[config.mk]
export PLATFORM = sky130hd
export DESIGN_NAME = iqtl_top
export DESIGN_NICKNAME = d
export VERILOG_FILES = /design/src/design/iqtl_pkg.sv /design/src/design/iqtl_qual.sv /design/src/design/iqtl_soc.sv /design/src/design/iqtl_top.sv
export SDC_FILE = /design/constraint.sdc
export NUM_CORES = 1
export LEC_CHECK = 0
export BUFFER_PORTS_ARGS = -buffer_cell sky130_fd_sc_hd__buf_2
export CORE_ASPECT_RATIO = 0.6
export CORE_MARGIN = 3
export CORE_UTILIZATION = 55
export CTS_BUF_LIST = sky130_fd_sc_hd__clkbuf_4
export DETAILED_ROUTE_END_ITERATION = 6
export PLACE_DENSITY = 0.75
export SLEW_MARGIN = 5
export SYNTH_ARGS = -nofsm -noshare
export SYNTH_HDL_FRONTEND = slang
export SYNTH_HIERARCHICAL = 1
export SYNTH_SLANG_ARGS = --single-unit
[constraint.sdc]
create_clock -name clk_i -period 3.85 [get_ports clk_i]
set_input_delay 0.1925 -clock clk_i [delete_from_list [all_inputs] [get_ports clk_i]]
set_output_delay 0.1925 -clock clk_i [all_outputs]
set_load 0.02 [all_outputs]
[src/design/iqtl_pkg.sv]
// Behaviour
// - Sampling-period field spans 0 to 0xFF; zero passes inputs through unfiltered.
// - With field n nonzero, each input is sampled once every 2n clocks.
// - A new level is accepted only after six equal consecutive samples.
// - Qualification time is five sampling windows plus one more window.
// - Trip low puts its PWM pair in high impedance within qualification time plus three clocks.
// - Protect input low forces all PWM outputs into high impedance.
// - Valid interrupt edge starts vector fetch within qualification time plus twelve clocks.
// - After protect returns high, PWM drive follows the output-enable bit, not auto release.
// - Conversion strobe falls within one clock, then stays low 32 peripheral clocks.
// - General-purpose outputs change within one clock of the clock edge.
package iqtl_pkg;

    // ****************************************************************
    // Sizes
    // ****************************************************************
    localparam int IQTL_NUM_TRIP = 2;
    localparam int IQTL_NUM_INT  = 2;
    localparam int IQTL_NUM_PWM  = 2 * IQTL_NUM_TRIP;
    localparam int IQTL_NUM_GPO  = 4;
    localparam int IQTL_PRD_W    = 8;
    localparam int IQTL_CNT_W    = IQTL_PRD_W + 1;
    localparam int IQTL_HIST_LEN = 6;
    localparam int IQTL_IDX_W    = (IQTL_NUM_INT > 1) ? $clog2(IQTL_NUM_INT) : 1;
    localparam int IQTL_LAT_W    = 4;

    // ****************************************************************
    // Reset values
    // ****************************************************************
    localparam logic                  IQTL_IDLE_LVL   = 1'h1;
    localparam logic                  IQTL_OE_RST     = 1'h0;
    localparam logic [IQTL_CNT_W-1:0] IQTL_CNT_ONE    = 9'h001;

    // ****************************************************************
    // Timing
    // ****************************************************************
    localparam int IQTL_CLK_PERIOD_NS = 40;
    localparam int IQTL_HSP_PERIOD_NS = 40;
    localparam int IQTL_SOC_LOW_HSP   = 32;
    localparam int IQTL_SOC_LOW_NS    = IQTL_SOC_LOW_HSP * IQTL_HSP_PERIOD_NS;
    localparam int IQTL_SOC_LOW_CYC   =
        (IQTL_SOC_LOW_NS + IQTL_CLK_PERIOD_NS - 1) / IQTL_CLK_PERIOD_NS;
    localparam int IQTL_SOC_CNT_W     = $clog2(IQTL_SOC_LOW_CYC + 1);
    localparam int IQTL_TRIP_MAX_CYC  = 3;
    localparam int IQTL_INT_MAX_CYC   = 12;
    localparam int IQTL_INT_LAT_CYC   = 4;

    // ****************************************************************
    // Carriers
    // ****************************************************************
    typedef struct packed {
        logic                     pdp_n;
        logic [IQTL_NUM_TRIP-1:0] trip_n;
        logic [IQTL_NUM_INT-1:0]  ext_int;
    } iqtl_pins_type;

    localparam int IQTL_PIN_W = $bits(iqtl_pins_type);

    typedef struct packed {
        logic                  valid;
        logic [IQTL_IDX_W-1:0] idx;
    } iqtl_fetch_type;

    // Sampling window length of 2n clocks
    function automatic logic [IQTL_CNT_W-1:0] iqtl_window(input logic [IQTL_PRD_W-1:0] n);
        return {n, 1'b0};
    endfunction : iqtl_window

endpackage : iqtl_pkg

[src/design/iqtl_qual.sv]
`timescale 1ns/1ns
module iqtl_qual #(
    parameter int W = iqtl_pkg::IQTL_PIN_W
) (
    input  wire logic                            clk_i,
    input  wire logic                            rst_i,
    input  wire logic                            ce_i,
    input  wire logic [iqtl_pkg::IQTL_PRD_W-1:0] period_i,
    input  wire logic [W-1:0]                    pin_i,
    output logic      [W-1:0]                    qual_o
);
    import iqtl_pkg::*;

    typedef struct packed {
        logic [IQTL_CNT_W-1:0]            cnt;
        logic [IQTL_HIST_LEN-1:0][W-1:0]  hist;
        logic [W-1:0]                     lvl;
    } iqtl_qst_type;

    iqtl_qst_type q;
    iqtl_qst_type d;

    function automatic logic iqtl_agree(input iqtl_qst_type s, input int b, input logic v);
        logic ok;
        ok = 1'b1;
        for (int k = 0; k < IQTL_HIST_LEN; k++) begin
            ok = ok & (s.hist[k][b] == v);
        end
        return ok;
    endfunction : iqtl_agree

    always_comb begin
        d = q;
        if (period_i == '0) begin
            // Bypass keeps the history primed so re-enabling raises no false edge
            d.cnt  = '0;
            d.hist = {IQTL_HIST_LEN{pin_i}};
            d.lvl  = pin_i;
        end else begin
            if (q.cnt >= iqtl_window(period_i) - IQTL_CNT_ONE) begin
                d.cnt  = '0;
                d.hist = {q.hist[IQTL_HIST_LEN-2:0], pin_i};
            end else begin
                d.cnt = q.cnt + IQTL_CNT_ONE;
            end
            for (int i = 0; i < W; i++) begin
                if (iqtl_agree(q, i, ~q.lvl[i])) begin
                    d.lvl[i] = ~q.lvl[i];
                end
            end
        end
    end

    always_ff @(posedge clk_i or posedge rst_i) begin
        if (rst_i) begin
            q.cnt  <= '0;
            q.hist <= {(IQTL_HIST_LEN * W){IQTL_IDLE_LVL}};
            q.lvl  <= {W{IQTL_IDLE_LVL}};
        end else if (ce_i) begin
            q <= d;
        end
    end

    assign qual_o = q.lvl;

    a_qual_bypass: assert property (@(posedge clk_i) disable iff (rst_i)
        (ce_i && period_i == '0) |=> qual_o == $past(pin_i))
        else $error("bypass does not pass input");

    a_qual_window: assert property (@(posedge clk_i) disable iff (rst_i)
        (period_i != '0 && $stable(period_i)) |-> q.cnt < iqtl_window(period_i))
        else $error("sample counter past its window");

    a_qual_agree: assert property (@(posedge clk_i) disable iff (rst_i)
        ($past(period_i) != '0 && qual_o != $past(qual_o))
        |-> ((($past(q.hist[0]) ^ qual_o) | ($past(q.hist[IQTL_HIST_LEN-1]) ^ qual_o))
             & (qual_o ^ $past(qual_o))) == '0)
        else $error("level accepted without six agreeing samples");

endmodule : iqtl_qual

[src/design/iqtl_soc.sv]
`timescale 1ns/1ns
module iqtl_soc #(
    parameter int LOW_CYC = iqtl_pkg::IQTL_SOC_LOW_CYC
) (
    input  wire logic clk_i,
    input  wire logic rst_i,
    input  wire logic ce_i,
    input  wire logic req_i,
    output logic      strobe_n_o
);
    import iqtl_pkg::*;

    typedef struct packed {
        logic                      low;
        logic [IQTL_SOC_CNT_W-1:0] cnt;
    } iqtl_sst_type;

    localparam logic [IQTL_SOC_CNT_W-1:0] LOAD = IQTL_SOC_CNT_W'(LOW_CYC - 1);

    iqtl_sst_type q;
    iqtl_sst_type d;

    // A request while the strobe is low is dropped: stretching would skew the conversion
    always_comb begin
        d = q;
        if (q.low) begin
            if (q.cnt == '0) begin
                d.low = 1'b0;
            end else begin
                d.cnt = q.cnt - IQTL_SOC_CNT_W'(1);
            end
        end else if (req_i) begin
            d.low = 1'b1;
            d.cnt = LOAD;
        end
    end

    always_ff @(posedge clk_i or posedge rst_i) begin
        if (rst_i) begin
            q.low <= 1'b0;
            q.cnt <= '0;
        end else if (ce_i) begin
            q <= d;
        end
    end

    assign strobe_n_o = ~q.low;

    a_soc_fall: assert property (@(posedge clk_i) disable iff (rst_i)
        (ce_i && req_i && strobe_n_o) |=> !strobe_n_o)
        else $error("strobe late to fall");

    a_soc_width: assert property (@(posedge clk_i) disable iff (rst_i)
        $rose(strobe_n_o) |-> $past(q.cnt) == '0)
        else $error("strobe released before its low time");

    c_soc_pulse: cover property (@(posedge clk_i) disable iff (rst_i) $rose(strobe_n_o));

endmodule : iqtl_soc

[src/design/iqtl_top.sv]
`timescale 1ns/1ns
module iqtl_top #(
    parameter int SOC_LOW_CYC = iqtl_pkg::IQTL_SOC_LOW_CYC,
    parameter int INT_LAT_CYC = iqtl_pkg::IQTL_INT_LAT_CYC
) (
    input  wire logic                               clk_i,
    input  wire logic                               rst_i,
    input  wire logic                               ce_i,
    input  wire logic [iqtl_pkg::IQTL_PRD_W-1:0]    qual_sample_period_field_i,
    input  iqtl_pkg::iqtl_pins_type                 pins_i,
    input  wire logic [iqtl_pkg::IQTL_NUM_INT-1:0]  int_rise_i,
    input  wire logic                               full_compare_output_enable_set_i,
    input  wire logic [iqtl_pkg::IQTL_NUM_PWM-1:0]  pwm_i,
    input  wire logic                               soc_req_i,
    input  wire logic [iqtl_pkg::IQTL_NUM_GPO-1:0]  gpo_i,
    output logic      [iqtl_pkg::IQTL_NUM_PWM-1:0]  pwm_o,
    output logic      [iqtl_pkg::IQTL_NUM_PWM-1:0]  pwm_oe_o,
    output logic                                    full_compare_output_enable_o,
    output iqtl_pkg::iqtl_fetch_type                fetch_o,
    output logic                                    adc_start_strobe_out_n_o,
    output logic      [iqtl_pkg::IQTL_NUM_GPO-1:0]  gpo_o
);
    import iqtl_pkg::*;

    // ****************************************************************
    // State
    // ****************************************************************
    typedef struct packed {
        logic                     out_en;
        logic [IQTL_NUM_PWM-1:0]  oe;
        logic [IQTL_NUM_PWM-1:0]  pwm;
        logic [IQTL_NUM_GPO-1:0]  gpo;
        logic [IQTL_NUM_INT-1:0]  int_lvl;
        logic [IQTL_NUM_INT-1:0]  pend;
        logic                     busy;
        logic [IQTL_LAT_W-1:0]    lat;
        logic [IQTL_IDX_W-1:0]    idx;
        iqtl_fetch_type           fetch;
    } iqtl_tst_type;

    localparam logic [IQTL_LAT_W-1:0] LAT_LOAD = IQTL_LAT_W'(INT_LAT_CYC - 1);
    localparam logic [IQTL_LAT_W-1:0] LAT_ONE  = 4'h1;

    iqtl_tst_type                q;
    iqtl_tst_type                d;
    iqtl_pins_type               qual;
    logic [IQTL_NUM_INT-1:0]     int_edge;
    logic [IQTL_NUM_INT-1:0]     pend_clr;

    // Lowest pending input wins; a fixed order keeps the fetch latency bounded
    function automatic logic [IQTL_IDX_W-1:0] iqtl_first(input logic [IQTL_NUM_INT-1:0] v);
        logic [IQTL_IDX_W-1:0] r;
        r = '0;
        for (int i = IQTL_NUM_INT - 1; i >= 0; i--) begin
            if (v[i]) begin
                r = IQTL_IDX_W'(i);
            end
        end
        return r;
    endfunction : iqtl_first

    // ****************************************************************
    // Input qualification
    // ****************************************************************
    // All pins share one sampling counter; per-pin counters would cost
    // area and buy nothing since the period is common.
    iqtl_qual #(
        .W (IQTL_PIN_W)
    ) u_qual (
        .clk_i    (clk_i),
        .rst_i    (rst_i),
        .ce_i     (ce_i),
        .period_i (qual_sample_period_field_i),
        .pin_i    (pins_i),
        .qual_o   (qual)
    );

    // ****************************************************************
    // Conversion strobe
    // ****************************************************************
    iqtl_soc #(
        .LOW_CYC (SOC_LOW_CYC)
    ) u_soc (
        .clk_i      (clk_i),
        .rst_i      (rst_i),
        .ce_i       (ce_i),
        .req_i      (soc_req_i),
        .strobe_n_o (adc_start_strobe_out_n_o)
    );

    // ****************************************************************
    // Next state
    // ****************************************************************
    always_comb begin
        d             = q;
        pend_clr      = '0;
        d.fetch.valid = 1'b0;

        // Output data passes one flop so pins switch right after the edge
        d.pwm = pwm_i;
        d.gpo = gpo_i;

        // Protect low keeps the enable clear; software must set it again
        if (!qual.pdp_n) begin
            d.out_en = 1'b0;
        end else if (full_compare_output_enable_set_i) begin
            d.out_en = 1'b1;
        end

        for (int g = 0; g < IQTL_NUM_TRIP; g++) begin
            d.oe[2*g +: 2] = {2{d.out_en & qual.trip_n[g]}};
        end

        // Edge against the last qualified level, polarity per input
        int_edge  = (qual.ext_int ^ q.int_lvl) & ~(qual.ext_int ^ int_rise_i);
        d.int_lvl = qual.ext_int;

        if (q.busy) begin
            if (q.lat == '0) begin
                d.busy        = 1'b0;
                d.fetch.valid = 1'b1;
                d.fetch.idx   = q.idx;
            end else begin
                d.lat = q.lat - LAT_ONE;
            end
        end else if (|q.pend) begin
            d.busy   = 1'b1;
            d.lat    = LAT_LOAD;
            d.idx    = iqtl_first(q.pend);
            pend_clr = IQTL_NUM_INT'(1) << iqtl_first(q.pend);
        end

        // A new edge in the cycle its bit is taken stays pending
        d.pend = (q.pend & ~pend_clr) | int_edge;
    end

    // ****************************************************************
    // Registers
    // ****************************************************************
    always_ff @(posedge clk_i or posedge rst_i) begin
        if (rst_i) begin
            q.out_en      <= IQTL_OE_RST;
            q.oe          <= {IQTL_NUM_PWM{IQTL_OE_RST}};
            q.pwm         <= '0;
            q.gpo         <= '0;
            q.int_lvl     <= {IQTL_NUM_INT{IQTL_IDLE_LVL}};
            q.pend        <= '0;
            q.busy        <= 1'b0;
            q.lat         <= '0;
            q.idx         <= '0;
            q.fetch.valid <= 1'b0;
            q.fetch.idx   <= '0;
        end else if (ce_i) begin
            q <= d;
        end
    end

    assign pwm_o                        = q.pwm;
    assign pwm_oe_o                     = q.oe;
    assign full_compare_output_enable_o = q.out_en;
    assign fetch_o                      = q.fetch;
    assign gpo_o                        = q.gpo;

    // ****************************************************************
    // Checks
    // ****************************************************************
    // Source-side hold times are not checked here: inputs are assumed to
    // meet them, and a shorter pulse is still accepted if it spans six samples, or at once in bypass.
    generate
        for (genvar g = 0; g < IQTL_NUM_TRIP; g++) begin : g_trip_chk
            a_trip_hiz: assert property (@(posedge clk_i) disable iff (rst_i)
                (qual_sample_period_field_i == '0 && ce_i && !pins_i.trip_n[g])
                ##1 ce_i |=> pwm_oe_o[2*g +: 2] == 2'h0)
                else $error("trip did not float its PWM pair in time");
        end
    endgenerate

    a_pdp_hiz: assert property (@(posedge clk_i) disable iff (rst_i)
        (qual_sample_period_field_i == '0 && ce_i && !pins_i.pdp_n)
        ##1 ce_i |=> (pwm_oe_o == '0 && !full_compare_output_enable_o))
        else $error("protect did not float the PWM outputs");

    a_pdp_holds: assert property (@(posedge clk_i) disable iff (rst_i)
        (!full_compare_output_enable_o && !full_compare_output_enable_set_i)
        |=> !full_compare_output_enable_o)
        else $error("output enable released without software");

    a_oe_gated: assert property (@(posedge clk_i) disable iff (rst_i)
        !full_compare_output_enable_o |-> pwm_oe_o == '0)
        else $error("PWM driven while enable bit is clear");

    a_fetch_lat: assert property (@(posedge clk_i) disable iff (rst_i)
        (ce_i && !q.busy && |q.pend) ##1 ce_i [*4] |=> fetch_o.valid)
        else $error("vector fetch later than its latency");

    a_fetch_src: assert property (@(posedge clk_i) disable iff (rst_i)
        fetch_o.valid |-> $past(q.busy) && $past(q.lat) == '0)
        else $error("vector fetch without a pending edge");

    a_edge_kept: assert property (@(posedge clk_i) disable iff (rst_i)
        (ce_i && |int_edge) |=> (q.pend & $past(int_edge)) == $past(int_edge))
        else $error("interrupt edge lost");

    a_gpo_follow: assert property (@(posedge clk_i) disable iff (rst_i)
        ce_i |=> gpo_o == $past(gpo_i))
        else $error("output did not follow within one clock");

    c_trip: cover property (@(posedge clk_i) disable iff (rst_i)
        $fell(pwm_oe_o[0]) && full_compare_output_enable_o);

    c_pdp: cover property (@(posedge clk_i) disable iff (rst_i)
        $fell(full_compare_output_enable_o));

    c_fetch: cover property (@(posedge clk_i) disable iff (rst_i)
        fetch_o.valid && qual_sample_period_field_i != '0);

    c_two_ints: cover property (@(posedge clk_i) disable iff (rst_i)
        &q.pend);

endmodule : iqtl_top

==> flow_summary_export.csv <==
group,metric,value,unit
layout,final_nets,478,
cts,clk_pin_slew_worst_paths,0.11,ns
timing,slew_violations,0,
cts,post_cts_buffers,0,
cts,cts_tree,"built",
critical_path,critical-path-slowest-cell,"o21a_1",
pwr,p_total,2.50,mW
synthesis,synth_cells,402,
cts,cts_buffer_depth,2,
timing,period_needed,2.82,ns
global_routing,grt_antenna_before_repair,0,
floorplan,fp.dieW,118,um
timing,finalSetupViolCount,0,
critical_path,cp-startpoint,"qual_sample_period_field_i[0]",
timing,skew,0.00616,ns
synthesis,synth_top_flop_cell,"dfstp_2",
synthesis,synth_area_leaders,"dfstp_2 (24%), dfrtp_1 (23%), mux2i_1 (6.3%)",
cts,insertion_delay,0.41,ns
critical_path,worst_ep_arrival_time,3.16,ns
critical_path,startpoint_type,"input port",
synthesis,synth_fp_nets,444,
synthesis,syn_area,4110,um^2
critical_path,r2r_slack,1.15,ns
critical_path,cp_cell_sequence,"buf_2 > inv_1 > ha_1 > or3b_4 > nor3_1 > xnor2_1 > ha_1 > nand2_1 > a2111oi_4 > o21a_1 > buf_4 > mux2i_1",
cts,cts.htree.levels,3,
place,gp_congestion,0.804,
cts,cts_sinks,74,
timing,max_freq,354,MHz
place,dpl.hpwl,5750,um
global_routing,grt_pass1_vias,2926,
layout,final_cell_mix,"a21oi_1 (51), inv_1 (46), buf_2 (43)",
drt,ant_nets,0,
critical_path,reg2regPathDepth,7,
cts,cts_buffers,9,
floorplan,io_pins,44,
place,portBuffers,43,
critical_path,path_class,"in -> reg",
drt,vias,2951,
layout,final_layout_size_suffix_gt1_share,28.3,%
global_routing,gr-total-overflow,0,
timing,finalSetupTns,0,ns
layout,syn_to_final_growth,7.88,%
critical_path,path_depth,12,
hold_path,hold_class,"in -> reg",
synthesis,synth_warnings,6,
global_routing,grt_pass1_wl,13700,um
critical_path,path_max_fanout,14,
floorplan,core_region_area,6960,um^2
cts,hold_buffers,9,
timing,maxSlewHeadroom,42.1,%
floorplan,die-area,8590,um^2
critical_path,cpMostUsedCell,"ha_1",
layout,utilization,63.7,%
floorplan,rows,23,
outcome,status,"finished, final reports clean",
synthesis,synth_edf_count,0,
pwr,power.leakage,2.09,nW
critical_path,cp-end-kind,"register",
critical_path,crit_family,"compound AO/OA/AOI/OAI gates",
critical_path,slowest_delay,0.63,ns
timing,tightest_slew,0.867,ns
cts,root_buffer,"clkbuf_4",
timing,timing.final.crit_share,73.3,%
drt,vias_per_cell,5.45,
synthesis,synthArstFlopShare,100,%
critical_path,crit_required,4.19,ns
floorplan,die_h,73.0,um
critical_path,r2r-start,"u_qual/q[37]",
critical_path,r2r-end,"u_qual/q[18]",
drt,drc,0,
cts,ctsResizeCount,0,
synthesis,syn_avg_cell_area,10.2,um^2
timing,hold_violations,0,
global_routing,grt_max_degree,46,
synthesis,seq_area_frac_synth,46.1,%
layout,layout_commonest_cell,"a21oi_1",
synthesis,synth.top_cell.area_share,23.6,%
critical_path,critPathBufInv,3,
global_routing,grtUsageTotal,19.9,%
drt,finalWirelength,7930,um
critical_path,critPathCapture,"u_qual/q[18]",
timing,grt_setup_unrepaired,"no",
drt,wl_per_cell,14.7,um
synthesis,yosysTopAreaCell,"dfstp_2",
drt,initialDrtViolationCount,189,
drt,drtPass1Iterations,4,
layout,antenna_cells,0,
floorplan,initial_utilization,59.1,%
pwr,ir_worst_vdd,0.297,mV
pwr,power.density,562,nW/um^2
synthesis,netlist-cell-type-count,52,
run,drv_cap,0,
synthesis,ys_ff_latch,74,
layout,nFillCells,596,
sequential cells by signal (all words and copies together), names as in the netlist:
register                      count
u_qual/q                         39
q                                10
u_soc/q                           7
u_qual/qual_o                     5
gpo_o                             4
pwm_o                             4
fetch_o                           2
pwm_oe_o                          2
full_compare_output_enable_o      1
cells by family (layout without fill, tap and decap cells):
kind of cell,after synthesis,after routing,share of synthesized area (%)
AOI/OAI and AO/OA,95,95,14.2
xor gates and xnor gates,12,12,2.55
adders and majority gates,14,14,4.26
buffers and inverters,79,118,10.5
DFF,74,74,46.1
muxes,43,43,11.0
and+or+nand+nor,85,85,11.4
Yosys cell counts, types with 2 or more instances:
library cell  instances
a21oi_1              51
inv_1                46
dfrtp_1              37
dfstp_2              37
mux2i_1              26
nor2_1               25
buf_4                19
mux2_2               17
o21ai_0              17
ha_1                 14
nand2_1              13
nand4_1              11
o31ai_1               8
xnor2_1               7
nor4_1                6
clkbuf_1              5
nand2b_1              5
nor3_1                5
xor2_1                5
nand3_1               4
buf_2                 3
nor2b_1               3
a21o_1                2
a22o_1                2
a31oi_1               2
and3_1                2
buf_12                2
buf_6                 2
o2bb2ai_1             2
or4_1                 2
worst min-delay path by stage:
stage,start,to,slack [ns],cells after the start
floorplan,rst_i,u_soc/q[0],-0.004,1
global placement,rst_i,u_soc/q[4],0.17,2
detailed placement,rst_i,u_soc/q[4],0.18,2
CTS,pins_i[1],u_qual/q[6],0.009,2
global route,pins_i[1],u_qual/q[6],0.02,2
finish,pins_i[1],u_qual/q[6],0.04,2
worst reg2reg max path, cell delays in order, from the launching register on:
cell	delay, ns
dfrtp_1	0.45
ha_1	0.33
o21ai_0	0.09
a21o_1	0.21
a2111oi_4	0.42
o21a_1	0.63
buf_4	0.31
mux2i_1	0.21
final cells by class:
class / count / area, um^2 / area share, %
clock buffers: 12 / 90.1 / 2.03
clock inverters: 4 / 18.8 / 0.423
inverters: 46 / 173 / 3.89
multi-input cells: 249 / 1790 / 40.2
flip-flops and latches: 74 / 1900 / 42.8
well taps: 100 / 125 / 2.82
repair buffers: 56 / 348 / 7.84
through the flow:
| step | hold WS [ns] | setup slack, ns | std cells | cell area, um^2 |
|---|---|---|---|---|
| after CTS | 0.00884 | 1.01 | 541 | 4440 |
| after global routing | 0.0183 | 0.856 | 541 | 4440 |
| after detailed placement | 0.180 | 0.529 | 516 | 4240 |
| after floorplan | -0.00410 | 1.38 | 402 | 4110 |
| final | 0.0393 | 1.03 | 541 | 4440 |
| after global placement | 0.173 | 0.751 | 516 | 4240 |
where the power goes:
group	switching (mW)	internal [mW]
logic	0.416	0.359
registers	0.230	1.09
clock network	0.251	0.150
routing by layer:
metal  up-vias  wire, um  GRT usage [%]
met4         0        82           6.36
met5         -         0              0
met1      1431      4010           28.4
li1       1454         -              -
met2        58      3450           29.8
met3         8       384           5.42
(Power assumes the default switching activity.)
